--- src/shared/csw_pkg.sv ---
// shared constants for the chip select and wait-state unit
`default_nettype none
package csw_pkg;

  // clocking: cpu clock is the oscillator halved
  localparam int OSC_FREQ_MHZ = 16;
  localparam int CPU_CLK_DIV  = 2;
  localparam int CPU_FREQ_MHZ = OSC_FREQ_MHZ / CPU_CLK_DIV;

  // widths
  localparam int REG_W     = 16;
  localparam int REG_ADR_W = 8;
  localparam int BUS_ADR_W = 20;
  localparam int IO_ADR_W  = 16;
  localparam int MID_NUM   = 4;
  localparam int PER_NUM   = 7;

  // register byte offsets inside the 256-byte control block
  localparam logic [7:0] OFS_UPPER_CTRL  = 8'hA0;
  localparam logic [7:0] OFS_LOWER_CTRL  = 8'hA2;
  localparam logic [7:0] OFS_PERIPH_BASE = 8'hA4;
  localparam logic [7:0] OFS_MID_BASE    = 8'hA6;
  localparam logic [7:0] OFS_MID_OPT     = 8'hA8;
  localparam logic [7:0] OFS_STATUS      = 8'hB0;
  localparam logic [7:0] OFS_RELOC       = 8'hFE;

  // reset values
  localparam logic [15:0] RST_UPPER_CTRL  = 16'hFFFB;
  localparam logic [15:0] RST_RELOC       = 16'h20FF;
  localparam logic [15:0] RST_LOWER_CTRL  = 16'h0000;
  localparam logic [15:0] RST_PERIPH_BASE = 16'h0000;
  localparam logic [15:0] RST_MID_BASE    = 16'h0000;
  localparam logic [15:0] RST_MID_OPT     = 16'h0000;

  // ready-control fields, same layout in every select register
  localparam int RDY_WAIT_LSB = 0;
  localparam int RDY_WAIT_W   = 2;
  localparam int RDY_IGN_BIT  = 2;

  // address fields
  localparam int UPPER_START_LSB = 6;
  localparam int LOWER_END_LSB   = 6;
  localparam int BOUND_W         = 8;
  localparam int MID_BASE_LSB    = 9;
  localparam int MID_BASE_W      = 7;
  localparam int MID_SIZE_LSB    = 8;
  localparam int MID_SIZE_W      = 7;
  localparam int PER_BASE_LSB    = 6;
  localparam int PER_BASE_W      = 6;

  // region codes shown in status
  localparam logic [2:0] RGN_NONE   = 3'h0;
  localparam logic [2:0] RGN_UPPER  = 3'h1;
  localparam logic [2:0] RGN_LOWER  = 3'h2;
  localparam logic [2:0] RGN_MID    = 3'h3;
  localparam logic [2:0] RGN_PERIPH = 3'h4;

  typedef enum logic {
    CSW_IDLE   = 1'b0,
    CSW_ACTIVE = 1'b1
  } csw_state_e;

endpackage : csw_pkg
`default_nettype wire

--- src/core/csw_wait_gen.sv ---
// wait-state counter with optional external ready
`timescale 1ns/1ps
`default_nettype none
module csw_wait_gen (
  input  wire logic                            clk,
  input  wire logic                            rst,
  input  wire logic                            start,
  input  wire logic                            active,
  input  wire logic [csw_pkg::RDY_WAIT_W-1:0]  waitStates,
  input  wire logic                            ignoreExt,
  input  wire logic                            extReady,
  output logic                                 done,
  output logic [csw_pkg::RDY_WAIT_W-1:0]       waited
);
  import csw_pkg::*;

  logic [RDY_WAIT_W-1:0] waited_r;
  logic                  countDone;

  // count programmed waits
  always_ff @(posedge clk) begin
    if (rst || start) begin
      waited_r <= '0;
    end else if (active && waited_r != waitStates) begin
      waited_r <= waited_r + 1'b1;
    end
  end

  assign countDone = (waited_r == waitStates);
  // external ready used or ignored
  assign done      = active && countDone && (ignoreExt || extReady);
  assign waited    = waited_r;

endmodule : csw_wait_gen
`default_nettype wire

--- src/core/csw_core.sv ---
// chip select decoder and wait-state unit with its control registers
//
// Functional notes
// six memory selects: upper, lower, four mid
// seven peripheral selects, 128-byte blocks above base
// peripheral base placed at I/O location 0
// region extents set by software registers
// system puts boot, vectors, program behind selects
// each region has its own ready bits
// insert zero to three programmed wait states
// ready bit chooses external ready or ignore
// 16-bit registers in 256-byte control block
// reset loads upper FFFB, relocation 20FF
// no select asserted while reset held
// clocked by CPU clock, oscillator halved
// external ready synchronised before wait logic
// async ready active high, must be high
// selects active low, always driven
// peripheral selects need both registers written
// synchronous ready tied low by system
// one select, from registered address, held stable
//
// Our own choices: the address-and-strobe port and the register addresses.
`timescale 1ns/1ps
`default_nettype none
module csw_core (
  input  wire logic                            clk,
  input  wire logic                            rst,
  input  wire logic [csw_pkg::REG_ADR_W-1:0]   regAddr,
  input  wire logic [csw_pkg::REG_W-1:0]       regWrData,
  input  wire logic                            regWrEn,
  input  wire logic                            regRdEn,
  output logic      [csw_pkg::REG_W-1:0]       regRdData,
  input  wire logic                            busStart,
  input  wire logic                            busMemSpace,
  input  wire logic [csw_pkg::BUS_ADR_W-1:0]   busAddr,
  output logic                                 busDone,
  input  wire logic                            asyncReadyIn,
  input  wire logic                            syncReadyIn,
  output logic                                 upperRegionSelectN,
  output logic                                 lowerRegionSelectN,
  output logic      [csw_pkg::MID_NUM-1:0]     midRegionSelectN,
  output logic      [csw_pkg::PER_NUM-1:0]     periphBlockSelectN
);
  import csw_pkg::*;

  // control registers
  logic [REG_W-1:0] upperCtrl_r;
  logic [REG_W-1:0] lowerCtrl_r;
  logic [REG_W-1:0] periphBase_r;
  logic [REG_W-1:0] midBase_r;
  logic [REG_W-1:0] midOpt_r;
  logic [REG_W-1:0] reloc_r;
  logic             lowerValid_r;
  logic             midValid_r;
  logic             periphBaseSeen_r;
  logic             midOptSeen_r;
  logic             periphEn;

  // bus cycle state
  csw_state_e             state_r;
  logic [BUS_ADR_W-1:0]   addr_r;
  logic                   memSpace_r;
  logic                   active;
  logic                   startAcc;

  // ready synchronisers
  logic asyncMeta_r;
  logic asyncSync_r;
  logic syncMeta_r;
  logic syncSync_r;
  logic extReady;

  // decode results
  logic                   upperHit;
  logic                   lowerHit;
  logic                   midHit;
  logic                   perHit;
  logic [2:0]             midK;
  logic                   midSizeOk;
  logic [BUS_ADR_W-1:0]   midBaseAddr;
  logic [BUS_ADR_W-1:0]   midOff;
  logic [BUS_ADR_W-1:0]   midSpan;
  logic [4:0]             midShift;
  logic [1:0]             midQuarter;
  logic [IO_ADR_W-1:0]    ioAddr;
  logic [IO_ADR_W-1:0]    perBaseAddr;
  logic [IO_ADR_W-1:0]    perOff;
  logic [8:0]             perBlk;
  logic [2:0]             region;
  logic [REG_W-1:0]       rdyCtrl;
  logic                   waitDone;
  logic [RDY_WAIT_W-1:0]  waited;
  logic [REG_W-1:0]       statusWord;

  // index of the highest set bit of the mid size field
  function automatic logic [2:0] highBit(input logic [MID_SIZE_W-1:0] v);
    logic [2:0] idx;
    idx = 3'h0;
    for (int i = 0; i < MID_SIZE_W; i++) begin
      if (v[i]) begin
        idx = 3'(i);
      end
    end
    return idx;
  endfunction : highBit

  // register writes
  // a write lands at its strobe edge, decode sees it next cycle

  // upper and relocation reset values
  always_ff @(posedge clk) begin
    if (rst) begin
      upperCtrl_r <= RST_UPPER_CTRL;
      reloc_r     <= RST_RELOC;
    end else if (regWrEn) begin
      if (regAddr == OFS_UPPER_CTRL) begin
        upperCtrl_r <= regWrData;
      end
      if (regAddr == OFS_RELOC) begin
        reloc_r <= regWrData;
      end
    end
  end

  // software programs region extents
  always_ff @(posedge clk) begin
    if (rst) begin
      lowerCtrl_r  <= RST_LOWER_CTRL;
      midBase_r    <= RST_MID_BASE;
      lowerValid_r <= 1'b0;
      midValid_r   <= 1'b0;
    end else if (regWrEn) begin
      if (regAddr == OFS_LOWER_CTRL) begin
        lowerCtrl_r  <= regWrData;
        lowerValid_r <= 1'b1;
      end
      if (regAddr == OFS_MID_BASE) begin
        midBase_r  <= regWrData;
        midValid_r <= 1'b1;
      end
    end
  end

  // peripheral base starts at I/O location 0
  always_ff @(posedge clk) begin
    if (rst) begin
      periphBase_r <= RST_PERIPH_BASE;
      midOpt_r     <= RST_MID_OPT;
    end else if (regWrEn) begin
      if (regAddr == OFS_PERIPH_BASE) begin
        periphBase_r <= regWrData;
      end
      if (regAddr == OFS_MID_OPT) begin
        midOpt_r <= regWrData;
      end
    end
  end

  // both registers must be touched first
  always_ff @(posedge clk) begin
    if (rst) begin
      periphBaseSeen_r <= 1'b0;
      midOptSeen_r     <= 1'b0;
    end else if (regWrEn) begin
      if (regAddr == OFS_PERIPH_BASE) begin
        periphBaseSeen_r <= 1'b1;
      end
      if (regAddr == OFS_MID_OPT) begin
        midOptSeen_r <= 1'b1;
      end
    end
  end

  assign periphEn = periphBaseSeen_r && midOptSeen_r;

  // register reads, data one cycle after the strobe
  // zero outside that cycle so a late sample cannot pass

  assign statusWord = {4'h0, periphEn, midValid_r, lowerValid_r,
                       3'h0, active, region, waited};

  // 16-bit registers, unmapped reads zero
  always_ff @(posedge clk) begin
    if (rst) begin
      regRdData <= '0;
    end else if (regRdEn) begin
      unique case (regAddr)
        OFS_UPPER_CTRL:  regRdData <= upperCtrl_r;
        OFS_LOWER_CTRL:  regRdData <= lowerCtrl_r;
        OFS_PERIPH_BASE: regRdData <= periphBase_r;
        OFS_MID_BASE:    regRdData <= midBase_r;
        OFS_MID_OPT:     regRdData <= midOpt_r;
        OFS_STATUS:      regRdData <= statusWord;
        OFS_RELOC:       regRdData <= reloc_r;
        default:         regRdData <= '0;
      endcase
    end else begin
      regRdData <= '0;
    end
  end

  // external ready
  // both edges synchronised: release is two cycles late, but safe

  // two flops on each ready pin
  always_ff @(posedge clk) begin
    if (rst) begin
      asyncMeta_r <= 1'b0;
      asyncSync_r <= 1'b0;
      syncMeta_r  <= 1'b0;
      syncSync_r  <= 1'b0;
    end else begin
      asyncMeta_r <= asyncReadyIn;
      asyncSync_r <= asyncMeta_r;
      syncMeta_r  <= syncReadyIn;
      syncSync_r  <= syncMeta_r;
    end
  end

  // active high; the tied-low sync pin adds nothing
  assign extReady = asyncSync_r || syncSync_r;

  // bus cycle tracking
  // a start during an access is dropped, not queued

  assign active   = (state_r == CSW_ACTIVE);
  assign startAcc = busStart && !active;

  // one cpu clock domain drives everything
  always_ff @(posedge clk) begin
    if (rst) begin
      state_r <= CSW_IDLE;
    end else begin
      unique case (state_r)
        CSW_IDLE:   if (busStart) state_r <= CSW_ACTIVE;
        CSW_ACTIVE: if (waitDone) state_r <= CSW_IDLE;
      endcase
    end
  end

  // address latched once per access
  always_ff @(posedge clk) begin
    if (rst) begin
      addr_r     <= '0;
      memSpace_r <= 1'b0;
    end else if (startAcc) begin
      addr_r     <= busAddr;
      memSpace_r <= busMemSpace;
    end
  end

  // address decode from the latched address
  // latched address keeps selects steady through wait states

  // upper region runs from start block to top
  assign upperHit = memSpace_r && (addr_r[19:10] >= {2'b11,
                    upperCtrl_r[UPPER_START_LSB +: BOUND_W]});

  // lower region runs from zero to end block
  assign lowerHit = memSpace_r && lowerValid_r && (addr_r[19:10] <= {2'b00,
                    lowerCtrl_r[LOWER_END_LSB +: BOUND_W]});

  // mid region: size one-hot field, four equal quarters
  assign midK        = highBit(midOpt_r[MID_SIZE_LSB +: MID_SIZE_W]);
  assign midSizeOk   = |midOpt_r[MID_SIZE_LSB +: MID_SIZE_W];
  assign midBaseAddr = {midBase_r[MID_BASE_LSB +: MID_BASE_W], 13'h0000};
  assign midOff      = addr_r - midBaseAddr;
  assign midSpan     = 20'h02000 << midK;
  assign midShift    = 5'h0B + {2'b00, midK};
  assign midQuarter  = 2'(midOff >> midShift);
  assign midHit      = memSpace_r && midValid_r && midSizeOk &&
                       (addr_r >= midBaseAddr) && (midOff < midSpan);

  // seven 128-byte blocks above the I/O base
  assign ioAddr      = addr_r[IO_ADR_W-1:0];
  assign perBaseAddr = {periphBase_r[PER_BASE_LSB +: PER_BASE_W], 10'h000};
  assign perOff      = ioAddr - perBaseAddr;
  assign perBlk      = perOff[15:7];
  assign perHit      = !memSpace_r && periphEn && (ioAddr >= perBaseAddr) &&
                       (perBlk < 9'(PER_NUM));

  // fixed priority keeps a single select
  always_comb begin
    region = RGN_NONE;
    if (upperHit) begin
      region = RGN_UPPER;
    end else if (lowerHit) begin
      region = RGN_LOWER;
    end else if (midHit) begin
      region = RGN_MID;
    end else if (perHit) begin
      region = RGN_PERIPH;
    end
  end

  // ready bits follow the selected region
  always_comb begin
    unique case (region)
      RGN_UPPER:  rdyCtrl = upperCtrl_r;
      RGN_LOWER:  rdyCtrl = lowerCtrl_r;
      RGN_MID:    rdyCtrl = midBase_r;
      RGN_PERIPH: rdyCtrl = periphBase_r;
      // unselected cycles: no waits, end on external ready
      default:    rdyCtrl = '0;
    endcase
  end

  // wait states per region
  csw_wait_gen u_wait (
    .clk        (clk),
    .rst        (rst),
    .start      (startAcc),
    .active     (active),
    .waitStates (rdyCtrl[RDY_WAIT_LSB +: RDY_WAIT_W]),
    .ignoreExt  (rdyCtrl[RDY_IGN_BIT]),
    .extReady   (extReady),
    .done       (waitDone),
    .waited     (waited)
  );

  assign busDone = waitDone;

  // select outputs, active low, never floated
  // low only from the cycle after start through done

  // selects gated by an access in progress
  // plain drivers, also while another master holds the bus
  assign upperRegionSelectN = !(active && region == RGN_UPPER);
  assign lowerRegionSelectN = !(active && region == RGN_LOWER);

  generate
    for (genvar m = 0; m < MID_NUM; m++) begin : g_mid
      // one quarter per mid select
      assign midRegionSelectN[m] = !(active && region == RGN_MID &&
                                     midQuarter == 2'(m));
    end
    for (genvar p = 0; p < PER_NUM; p++) begin : g_per
      // one block per peripheral select
      assign periphBlockSelectN[p] = !(active && region == RGN_PERIPH &&
                                       perBlk == 9'(p));
    end
  endgenerate

endmodule : csw_core
`default_nettype wire

--- config.mk ---
export PLATFORM = sky130hd
export DESIGN_NAME = csw_core
export DESIGN_NICKNAME = d
export VERILOG_FILES = /design/src/shared/csw_pkg.sv /design/src/core/csw_wait_gen.sv /design/src/core/csw_core.sv
export SDC_FILE = /design/constraint.sdc
export NUM_CORES = 1
export LEC_CHECK = 0
export BUFFER_PORTS_ARGS = -buffer_cell sky130_fd_sc_hd__buf_2
export CORE_ASPECT_RATIO = 0.9
export CORE_MARGIN = 5
export CORE_UTILIZATION = 25
export DETAILED_ROUTE_END_ITERATION = 16
export GPL_ROUTABILITY_DRIVEN = 0
export PLACE_DENSITY_LB_ADDON = 0.05
export SLEW_MARGIN = 10
export SYNTH_ARGS = -nofsm -noshare
export SYNTH_HDL_FRONTEND = slang
export SYNTH_SLANG_ARGS = --single-unit
--- constraint.sdc ---
create_clock -name clk -period 5 [get_ports clk]
set_input_delay 0.5 -clock clk [delete_from_list [all_inputs] [get_ports clk]]
set_output_delay 0.5 -clock clk [all_outputs]
set_load 0.02 [all_outputs]
======== Yosys cells after proc, flatten, opt, wreduce, memory -nomap -nowiden ========
Cells that the tools add are included.
storage, ports and cells
  register bits after elaboration ......... 144
  input port bits ......................... 52
  output and inout port bits .............. 30
  logic and storage cells ................. 128
operators by class
  add/sub/neg operators ................... 4
  $lt $le $gt $ge ......................... 6
  equal/unequal tests ..................... 22
  shifts and indexed selects .............. 2
  multiplexer cells ....................... 15
  bitwise gates (word level) .............. 2
  reduce and logical (&&, ||, !) cells .... 58
operator list
  kind                                                                   count
  16-bit case mux with 7 select lines                                    1
  8-bit == test (second input constant)                                  7
  1-bit logical AND                                                      30
  9-bit by 3-bit == test with 1-bit output (second input constant)       3
  3-bit 2-to-1 mux                                                       9
  20-bit greater-or-equal comparator                                     1
  20-bit < comparator                                                    1
  14-bit by 3-bit << shifter with 20-bit output (first input constant)   1
  20-bit by 5-bit >> shifter with 2-bit output                           1
  20-bit subtractor                                                      1
  9-bit by 2-bit == test with 1-bit output (second input constant)       2
  16-bit greater-or-equal comparator                                     1
  16-bit subtractor                                                      1
  1-bit zero test                                                        15
  3-bit case mux with 4 select lines                                     1
  2-bit AND reduction                                                    6
  10-bit greater-or-equal comparator                                     1
  10-bit by 8-bit less-or-equal comparator with 1-bit output             1
  9-bit by 1-bit == test with 1-bit output (second input constant)       1
  9-bit zero test                                                        1
  9-bit by 3-bit < comparator with 1-bit output (second input constant)  1
  7-bit OR reduction                                                     1
  3-bit by 2-bit == test with 1-bit output (second input constant)       2
  4-bit by 3-bit adder with 5-bit output (first input constant)          1
  other kinds (13)                                                       19

======== Depth between registers and ports, before layout ========
Gate-level depths: netlist of the first run.
  depth in word-level cells ............... 19
  depth in mapped cells ................... 20
  mapped depth without buffers ............ 20

======== Hierarchy ========
Synthesis of the first run repeated with hierarchy kept, for this count alone.
unflattened totals
  cells, all modules ...................... 928
  area, all modules ....................... 7304.5 µm²
modules (own cells, without submodules)
  module        instances  cells an instance  area an instance (µm²)  seq. area each (µm²)
  csw_core      1          913                7174.4                  2842.7
  csw_wait_gen  1          15                 130.1                   40.0

======== Least setup slack after synthesis of the first run ========
No wires, ideal clock.
  kind .................................... flip-flop to output port
  start point ............................. register addr_r[13]
  end point ............................... output port busDone
  arrival time ............................ 3.900 ns
  required time ........................... 4.500 ns
  setup slack ............................. 0.600 ns
  stages on the path, launching flop included .. 19
  path buffers ............................ 0
  cell sequence ........................... dfxtp_1 > inv_1 > ha_1 > inv_1 > fa_1 > a21o_1 > a21oi_1 > xnor2_1 > inv_1 > ha_1 > a211oi_1 > nor2_1 > a311o_1 > a211oi_4 > mux2i_1 > o21a_4 > nor4_4 > a2bb2oi_2 > a21oi_1
on the way
  cells in the longest elaborated chain, start to end .. 12
  elaborated cells on any way between the ends .. 27
  classes of those cells .................. add/sub: 2; order compare: 6; eq/ne: 5; mux: 5; reduce/logical: 9
ends and longest elaborated chain
  what                                                       RTL line            text
  start: declaration                                         csw_core.sv:62      logic [BUS_ADR_W-1:0] addr_r;
  start signal: assignment                                   csw_core.sv:248     addr_r <= busAddr;
  branches (longest 6 deep; another with 20-bit subtractor)  -
  3-bit 2-to-1 mux (*)                                       csw_core.sv:286     if (upperHit) begin
  3-bit == test (tied with other cells)                      csw_core.sv:299     unique case (region)
  3-bit case mux with 4 select lines (*)                     csw_core.sv:299
  2-bit == test                                              csw_wait_gen.sv:29  assign countDone = (waited_r == waitStates);
  1-bit logical AND                                          csw_wait_gen.sv:31  assign done = active && countDone && (ignoreExt || extReady);
  1-bit logical AND (*)                                      csw_wait_gen.sv:31
  end: declaration                                           csw_core.sv:37      output logic busDone,
Mark *: on every way between the ends.

======== Final worst setup path of the first run ========
Same ends and word-level chain as after synthesis.

==> flow_metrics.py, run 1 <==
metrics = {
    "layout": {
        "final_cell_mix": "nand2_1 (281), dfxtp_1 (142), a21oi_1 (108), buf_2 (79), a22oi_1 (41)",
        "area_growth_pct": 22.2,
        "multi_input_area_mm2": 0.00401,
        "final_cells": 1370,
        "layout_commonest_cell": "nand2_1",
        "layout-drive-gt1-share_pct": 16.9,
        "regArea_mm2": 0.00289,
        "nFillCells": 3071,
        "fin_nets": 1087,
        "num_antenna_cells": 0,
    },
    "clock_tree": {
        "postCtsHoldBufs": 0,
        "tritoncts": "done",
        "numCtsBuffers": 17,
        "clock_latency_ns": 0.43,
        "cts_root_buffer": "clkbuf_16",
        "clock_sinks": 144,
        "path_clk_slew_ns": 0.07,
        "htreeDepth": 4,
        "cts.path.max_buffers": 2,
    },
    "worst_hold_path": {
        "hold_depth": 2,
        "worstHoldPathType": "primary input to register",
        "worstHoldStart": "asyncReadyIn",
        "holdPathEnd": "asyncMeta_r",
    },
    "sta": {
        "fin_ws_ns": 0.194,
        "fin_crit_sh_pct": 96.1,
        "maxSlewViolCount": 0,
        "rsz0062_at_grt": "true",
        "max_slew_margin_pct": 27.2,
        "fmax_mhz": 208,
        "setup_viol": 0,
        "hold_violations": 0,
        "period_minus_slack_ns": 4.81,
        "worst_clock_skew_ns": 0.0136,
        "worst_pin_slew_ns": 1.09,
    },
    "yosys": {
        "synthCells": 923,
        "synthArstFlopShare_pct": 0,
        "synth_area_mm2": 0.00712,
        "synth-seq-area-share_pct": 40.5,
        "synth-edff-count": 0,
        "synth_cell_types": 57,
        "yosysWarnings": 0,
        "ys_ff_latch": 144,
        "syn-num-nets": 1013,
        "synth-main-ff-cell": "dfxtp_1",
        "synth_area_per_cell_um2": 7.71,
    },
    "place": {
        "hpwlAfterDp_mm": 18.7,
        "io_buffers": 81,
        "dp_cells": 1329,
        "place_ws_ns": 0.349,
    },
    "critical_path": {
        "cp_num_buf_inv": 6,
        "crit_slowest_cell": "fa_2",
        "start_kind": "register",
        "cp_max_fo": 5,
        "slowest_delay_ns": 0.38,
        "critPathTopFamily": "compound AO/OA/AOI/OAI gates",
        "cp.required_ns": 4.50,
        "crit_type": "register to output pin",
        "r2r-end": "u_wait.waited[0]",
        "crit_arrival_ns": 4.31,
        "r2r_slack_ns": 0.75,
        "rr_worst_depth": 23,
        "path_cells": "inv_2 > ha_4 > inv_2 > fa_2 > a21o_1 > a21oi_2 > buf_4 > xnor2_2 > inv_1 > ha_4 > a211oi_2 > nor2_1 > a311o_1 > a211oi_4 > buf_12 > mux2i_1 > o21ai_2 > nand3_1 > a2bb2oi_2 > a21oi_2 > buf_6",
        "crit_path_end_kind": "output pin",
        "r2r-start": "addr_r[13]",
    },
    "routing": {
        "drtIter0Drc": 469,
        "via_per_inst": 4.96,
        "vias": 6789,
        "wire_per_inst_um": 20.6,
        "drt.antenna.violating_nets": 0,
        "routed_wl_mm": 28.2,
        "dr.pass1.iters": 5,
        "route.detailed.drc": 0,
    },
    "run_status": {
        "status": "complete, no violations",
    },
    "global_route": {
        "overflow": 0,
        "grt_pass1_vias": 6685,
        "grtUsageTotal_pct": 17.6,
        "grt_max_degree": 81,
        "antenna_found_initial": 0,
        "grt_pass1_wl_mm": 42.6,
    },
    "flow_run": {
        "cap_violations": 0,
    },
    "floorplanning": {
        "fp.dieH_um": 170,
        "die_w_um": 188,
        "die_area_mm2": 0.0320,
        "ios": 82,
        "row_count": 58,
        "core_area_mm2": 0.0280,
        "start_util_pct": 25.4,
    },
    "pwr": {
        "power_density_mw_per_mm2": 318,
        "ir_drop_mv": 0.224,
        "power_leakage_nw": 3.27,
    },
}
-- worst max-delay path by stage --
stage	startpoint	to	slack, ns	cells past startpoint
after floorplan	addr_r[13]	busDone	0.60	18
after global placement	midBase_r[9]	busDone	0.32	19
after detailed placement	midBase_r[9]	busDone	0.35	19
after CTS	addr_r[13]	busDone	0.002	21
after global routing	addr_r[13]	busDone	-0.07	21
final	addr_r[13]	busDone	0.19	21
-- through the flow --
stage / area [um^2] / setup TNS (ns) / power [W] / hold WS (ns) / utilization [%]
after CTS: 8590 / 0 / 0.00279 / 0.259 / 30.7
after global routing: 8700 / -0.0683 / 0.00287 / 0.289 / 31.1
after floorplan: 7120 / 0 / 0.00133 / 0.414 / -
final: 8700 / 0 / 0.00276 / 0.282 / 31.1
after global placement: 7920 / 0 / 0.00142 / 0.424 / 28.3
after detailed placement: 7920 / 0 / 0.00142 / 0.427 / 28.3
-- final cells by class --
type,count,share of cell area [%]
clock buffers,20,5.13
clock inverters,12,1.84
inverters,39,1.68
multi-input cells,690,46.0
flip-flops and latches,144,33.2
well taps,360,5.18
repair buffers,105,6.97
-- sequential cells by signal (all words and copies together) (netlist names), 2 cells and up --
signal,flops
addr_r,20
lowerCtrl_r,16
midBase_r,16
midOpt_r,16
periphBase_r,16
regRdData,16
reloc_r,16
upperCtrl_r,16
u_wait.waited,2
-- per-layer routing --
layer	global-route usage, %	routed length, um
met2	27.7	12400
met4	3.99	276
met1	25.2	14200
met3	3.12	1300
met5	0	0
-- power breakdown --
part | total, W | internal (W) | switching (W)
combinational | 0.000228 | 0.0000954 | 0.000133
clock | 0.00136 | 0.000802 | 0.000553
sequential | 0.00118 | 0.00116 | 0.0000205
-- timing repair --
| action | in CTS | in global routing |
|---|---|---|
| resized for setup | 9 | 22 |
| buffers inserted | 4 | 5 |
| setup endpoints to repair | 1 | 5 |
| pin swaps | 6 | 15 |
-- kinds of logic after synthesis --
logic type,share of synthesized area (%)
muxes,0.721
adders and majority gates,6.89
buffers and inverters,4.69
and+or+nand+nor,25.9
DFF,40.5
xor gates and xnor gates,1.34
AOI/OAI and AO/OA,19.9
-- Yosys cell counts (7+ instances only) --
cell | n | area, um^2
clkbuf_1 | 50 | 188
nor2b_1 | 13 | 81.3
a21oi_1 | 112 | 561
a22oi_1 | 41 | 308
dfxtp_1 | 144 | 2880
nand2b_1 | 7 | 43.8
nand2_1 | 282 | 1060
inv_1 | 39 | 146
nor2_1 | 37 | 139
nand3b_1 | 24 | 180
o21ai_0 | 14 | 70.1
a31oi_1 | 17 | 106
nand3_1 | 14 | 70.1
ha_1 | 36 | 450
(Power assumes the default switching activity.)
==> inputs of run 2 (changes only) <==
--- a/config.mk
+++ b/config.mk
@@ -13,3 +13,5 @@
 export GPL_ROUTABILITY_DRIVEN = 0
+export HOLD_SLACK_MARGIN = 0.06
 export PLACE_DENSITY_LB_ADDON = 0.05
+export SKIP_LAST_GASP = 1
 export SLEW_MARGIN = 10
==> constraint.sdc (replaced) <==
create_clock -name clk -period 5 [get_ports clk]
set_input_delay 1 -clock clk [delete_from_list [all_inputs] [get_ports clk]]
set_output_delay 1 -clock clk [all_outputs]
set_load 0.02 [all_outputs]
==> flow_metrics.py, run 2 (synthesized netlist as in run 1, its figures left out) <==
metrics = {
    "critical_path": {
        "r2r_slack_ns": 0.87,
        "r2r-start": "addr_r[13]",
        "cp_max_fo": 7,
        "path_cells": "inv_2 > ha_4 > inv_2 > fa_2 > a21o_1 > a21oi_2 > buf_4 > xnor2_2 > inv_1 > ha_1 > a211oi_2 > nor2_1 > a311o_1 > a211oi_4 > buf_12 > mux2i_4 > o21a_4 > xnor2_2 > a2bb2oi_2 > a21oi_2 > buf_6",
        "cp.required_ns": 4.00,
        "r2r-end": "u_wait.waited[0]",
        "rr_worst_depth": 22,
        "crit_slowest_cell": "a311o_1",
        "slowest_delay_ns": 0.36,
        "crit_type": "register to output pin",
        "crit_arrival_ns": 4.30,
        "crit_path_end_kind": "output pin",
        "start_kind": "register",
    },
    "routing": {
        "routed_wl_mm": 28.3,
        "drt.antenna.violating_nets": 0,
        "via_per_inst": 4.88,
        "route.detailed.drc": 0,
        "drtIter0Drc": 518,
        "vias": 6759,
        "dr.pass1.iters": 5,
        "wire_per_inst_um": 20.5,
    },
    "flow_run": {
        "cap_violations": 0,
    },
    "layout": {
        "layout_commonest_cell": "nand2_1",
        "largest_reg_flops": 20,
        "top_register": "addr_r",
        "fin_nets": 1101,
        "layout-drive-gt1-share_pct": 17.9,
        "area_growth_pct": 24.1,
        "nFillCells": 3045,
        "num_antenna_cells": 0,
        "final_cell_mix": "nand2_1 (279), dfxtp_1 (142), a21oi_1 (110), buf_2 (75), a22oi_1 (41)",
    },
    "global_route": {
        "grt_pass1_vias": 6613,
        "overflow": 0,
        "grt_pass1_wl_mm": 42.6,
        "grtUsageTotal_pct": 17.7,
        "antenna_found_initial": 1,
        "grt_max_degree": 55,
    },
    "pwr": {
        "power_leakage_nw": 3.36,
        "power_w": 0.00272,
        "ir_drop_mv": 0.236,
        "power_density_mw_per_mm2": 308,
    },
    "worst_hold_path": {
        "hold_depth": 1,
        "holdPathEnd": "asyncSync_r",
        "worstHoldPathType": "register to register",
        "worstHoldStart": "asyncMeta_r",
    },
    "place": {
        "place_ws_ns": -0.0835,
        "hpwlAfterDp_mm": 19.4,
        "io_buffers": 81,
    },
    "floorplanning": {
        "die_area_mm2": 0.0320,
        "die_w_um": 188,
        "start_util_pct": 25.4,
        "ios": 82,
        "row_count": 58,
        "core_area_mm2": 0.0280,
        "fp.dieH_um": 170,
    },
    "clock_tree": {
        "tritoncts": "done",
        "cts.path.max_buffers": 2,
        "path_clk_slew_ns": 0.07,
        "clock_latency_ns": 0.44,
        "numCtsBuffers": 17,
        "clock_sinks": 144,
        "cts_root_buffer": "clkbuf_16",
        "htreeDepth": 4,
    },
    "sta": {
        "fmax_mhz": 189,
        "fin_ws_ns": -0.296,
        "hold_violations": 0,
        "worst_pin_slew_ns": 1.09,
        "max_slew_margin_pct": 27.5,
        "period_minus_slack_ns": 5.30,
        "rsz0062_at_grt": "true",
        "setup_viol": 5,
        "worst_clock_skew_ns": 0.0199,
        "maxSlewViolCount": 0,
        "fin_crit_sh_pct": 106,
        "tns_ns": -1.24,
        "hold_slack_ns": 0.443,
    },
    "run_status": {
        "status": "complete, but fails checks",
        "violations": "negative setup slack",
    },
}
[run 2: worst max path at each step]
stage               endpoint  slack (ns)  startpoint  cells past startpoint
floorplan            busDone         0.1  addr_r[13]                     18
global placement     busDone       -0.08  addr_r[13]                     20
detailed placement   busDone       -0.08  addr_r[13]                     21
CTS                  busDone       -0.41  addr_r[13]                     21
global route         busDone       -0.53  addr_r[13]                     21
finish               busDone       -0.30  addr_r[13]                     21
[run 2: critical path: cells and delay by family, from the launching register on]
family	cells	cell delay [ns]
xor gates and xnor gates	2	0.18
DFF	1	0.33
muxes	1	0.23
AOI/OAI and AO/OA	8	1.69
adders and majority gates	3	0.76
buffers and inverters	6	0.60
and+or+nand+nor	1	0.07
[run 2: what timing repair did]
action	4_1_cts	5_1_grt
hold buffers	0	0
gates resized for setup	8	31
buffers inserted	1	5
setup endpoints to repair	5	5
pin swaps	8	11
[run 2: power breakdown]
group | switching (W) | total (W) | internal, W | leakage, nW
logic | 0.000135 | 0.000230 | 0.0000945 | 1.91
registers | 0.0000193 | 0.00118 | 0.00116 | 1.17
clock network | 0.000545 | 0.00131 | 0.000766 | 0.280
[run 2: metal layers]
| layer | part of all wire (%) | track usage [%] |
|---|---|---|
| met5 | 0.071 | 0 |
| met4 | 1.0 | 4.63 |
| met3 | 3.8 | 2.81 |
| met2 | 44 | 27.5 |
| met1 | 51 | 25.5 |
[run 2: area by class of cell]
class	instances	area, um^2	area share, %
inverter	39	146	1.66
tap	360	450	5.10
multi-input combinational	690	4010	45.4
clock inverter	11	131	1.49
sequential	144	2890	32.7
timing repair buffer	119	752	8.51
clock buffer	21	460	5.21
[run 2: through the flow]
stage          std cells  util, %  instance area (um^2)
6_report            1384     31.5                  8830
3_5_place_dp        1346     28.7                  8050
2_1_floorplan        923        -                  7120
5_1_grt             1384     31.5                  8830
4_1_cts             1379     31.0                  8680
3_3_place_gp        1346     28.7                  8050
==> inputs of run 3 (changes only) <==
Settings changed: PLACE_DENSITY_LB_ADDON 0.05 to unset, SKIP_LAST_GASP 1 to unset.
==> flow_metrics.py, run 3 (synthesized netlist as in run 1, its figures left out) <==
metrics = {
    "global_route": {
        "overflow": 0,
        "antenna_found_initial": 2,
        "grt_max_degree": 73,
        "grt_pass1_wl_mm": 38.4,
        "grtUsageTotal_pct": 15.2,
        "grt_pass1_vias": 6716,
    },
    "routing": {
        "drtIter0Drc": 521,
        "wire_per_inst_um": 17.9,
        "dr.pass1.iters": 5,
        "routed_wl_mm": 24.7,
        "route.detailed.drc": 0,
        "vias": 6863,
        "via_per_inst": 4.97,
        "drt.antenna.violating_nets": 0,
    },
    "layout": {
        "fin_nets": 1100,
        "area_growth_pct": 24.9,
        "final_cell_mix": "nand2_1 (280), dfxtp_1 (142), a21oi_1 (108), buf_2 (75), a22oi_1 (41)",
        "layout-drive-gt1-share_pct": 18.0,
        "layout_commonest_cell": "nand2_1",
        "final_cells": 1382,
        "top_register": "addr_r",
        "largest_reg_flops": 20,
        "num_antenna_cells": 0,
    },
    "pwr": {
        "seq_power_share_pct": 41.6,
        "p_int_w": 0.00217,
        "power_frac_comb_pct": 8.3,
        "power_leakage_nw": 3.38,
        "clkPwrFrac_pct": 50.0,
        "power_density_mw_per_mm2": 318,
        "switching_share_pct": 23.2,
        "p_sw_w": 0.000658,
        "ir_drop_mv": 0.163,
    },
    "sta": {
        "setup_viol": 1,
        "period_minus_slack_ns": 5.23,
        "rsz0062_at_grt": "true",
        "max_slew_margin_pct": 32.7,
        "worst_pin_slew_ns": 1.01,
        "hold_violations": 0,
        "hold_slack_ns": 0.433,
        "fin_crit_sh_pct": 105,
        "fmax_mhz": 191,
        "fin_ws_ns": -0.230,
        "worst_clock_skew_ns": 0.00863,
        "maxSlewViolCount": 0,
    },
    "clock_tree": {
        "postCtsHoldBufs": 0,
        "tritoncts": "done",
        "path_clk_slew_ns": 0.06,
        "clock_sinks": 144,
        "clock_latency_ns": 0.43,
        "cts_root_buffer": "clkbuf_16",
        "htreeDepth": 4,
        "numCtsBuffers": 17,
        "cts.path.max_buffers": 2,
    },
    "place": {
        "dp_cells": 1342,
        "io_buffers": 81,
        "hpwlAfterDp_mm": 16.6,
    },
    "critical_path": {
        "start_kind": "register",
        "cp_max_fo": 5,
        "path_cells": "inv_2 > ha_4 > inv_2 > fa_2 > a21o_1 > a21oi_2 > o21bai_1 > a21oi_2 > xnor2_1 > ha_1 > nand4_1 > o2111ai_2 > a311o_1 > a211oi_4 > buf_12 > mux2i_4 > o21a_4 > xnor2_2 > a2bb2oi_2 > a21oi_2 > buf_6",
        "crit_slowest_cell": "fa_2",
        "cp.required_ns": 4.00,
        "crit_path_end_kind": "output pin",
        "crit_arrival_ns": 4.23,
        "crit_type": "register to output pin",
        "crit_path_frequent_cell": "a21oi_2",
        "cp_num_buf_inv": 4,
        "slowest_delay_ns": 0.33,
        "critPathTopFamily": "compound AO/OA/AOI/OAI gates",
    },
    "floorplanning": {
        "row_count": 58,
        "ios": 82,
        "core_area_mm2": 0.0280,
        "fp.dieH_um": 170,
        "start_util_pct": 25.4,
        "die_area_mm2": 0.0320,
        "die_w_um": 188,
    },
    "worst_hold_path": {
        "worstHoldPathType": "register to register",
    },
    "flow_run": {
        "cap_violations": 0,
    },
    "run_status": {
        "status": "complete, but fails checks",
        "violations": "negative setup slack",
    },
}
==> run 3: cell count changes in the layout (fill, tap and decap cells not counted), moves of 2 or more <==
| cell | delta |
|---|---|
| inv_6 | -2 |
| bufinv_16 | +3 |
| buf_6 | -4 |
| clkinvlp_4 | -3 |
| buf_4 | +2 |
| a21oi_1 | -2 |
| a21oi_2 | +2 |
==> run 3: path summary, 6_finish.rpt <==
kind / start / endpoint / slack [ns] / cells after the start
worst min register to register: asyncMeta_r / asyncSync_r / 0.43 / 1
worst max register to register: addr_r[13] / u_wait.waited[0] / 0.90 / 22
worst max-delay path: addr_r[13] / busDone / -0.23 / 21
worst min-delay path: asyncMeta_r / asyncSync_r / 0.43 / 1
==> run 3: routing by layer <==
layer	global-route usage, %	routed length [um]	vias to the layer above
met3	3.61	1470	44
met4	5.42	665	4
met5	0	23	-
li1	-	-	3344
met1	20.0	11200	3249
met2	24.6	11300	222
==> run 3: layout make-up <==
type	count	area, um^2
multi-input cells	690	4030
well taps	360	450
fillers	2964	19100
repair buffers	118	737
clock buffers	22	464
flip-flops and latches	144	2890
clock inverters	9	181
inverters	39	146
==> run 3: power by group through the flow <==
stage | Clock, W | Combinational (W) | Sequential (W)
finish | 0.00142 | 0.000236 | 0.00118
global route | 0.00149 | 0.000263 | 0.00118
CTS | 0.00144 | 0.000226 | 0.00118
detailed placement | 0 | 0.000215 | 0.00120
global placement | 0 | 0.000211 | 0.00120
floorplan | 0 | 0.000133 | 0.00120
==> run 3: stage by stage <==
step	util (%)	power (W)	setup slack, ns	TNS, ns	area (um^2)
final	31.8	0.00283	-0.230	-0.230	8890
after global routing	31.8	0.00293	-0.442	-0.982	8890
after CTS	31.3	0.00284	-0.362	-0.838	8760
after detailed placement	28.6	0.00142	-0.0902	-0.0902	8020
after global placement	28.6	0.00141	0.00591	0	8020
after floorplan	-	0.00133	0.0998	0	7120
==> run 3: timing repair <==
item / CTS / global route
resized for setup: 17 / 25
setup endpoints to repair: 5 / 5
pin swaps: 18 / 18
setup buffers: 4 / 5
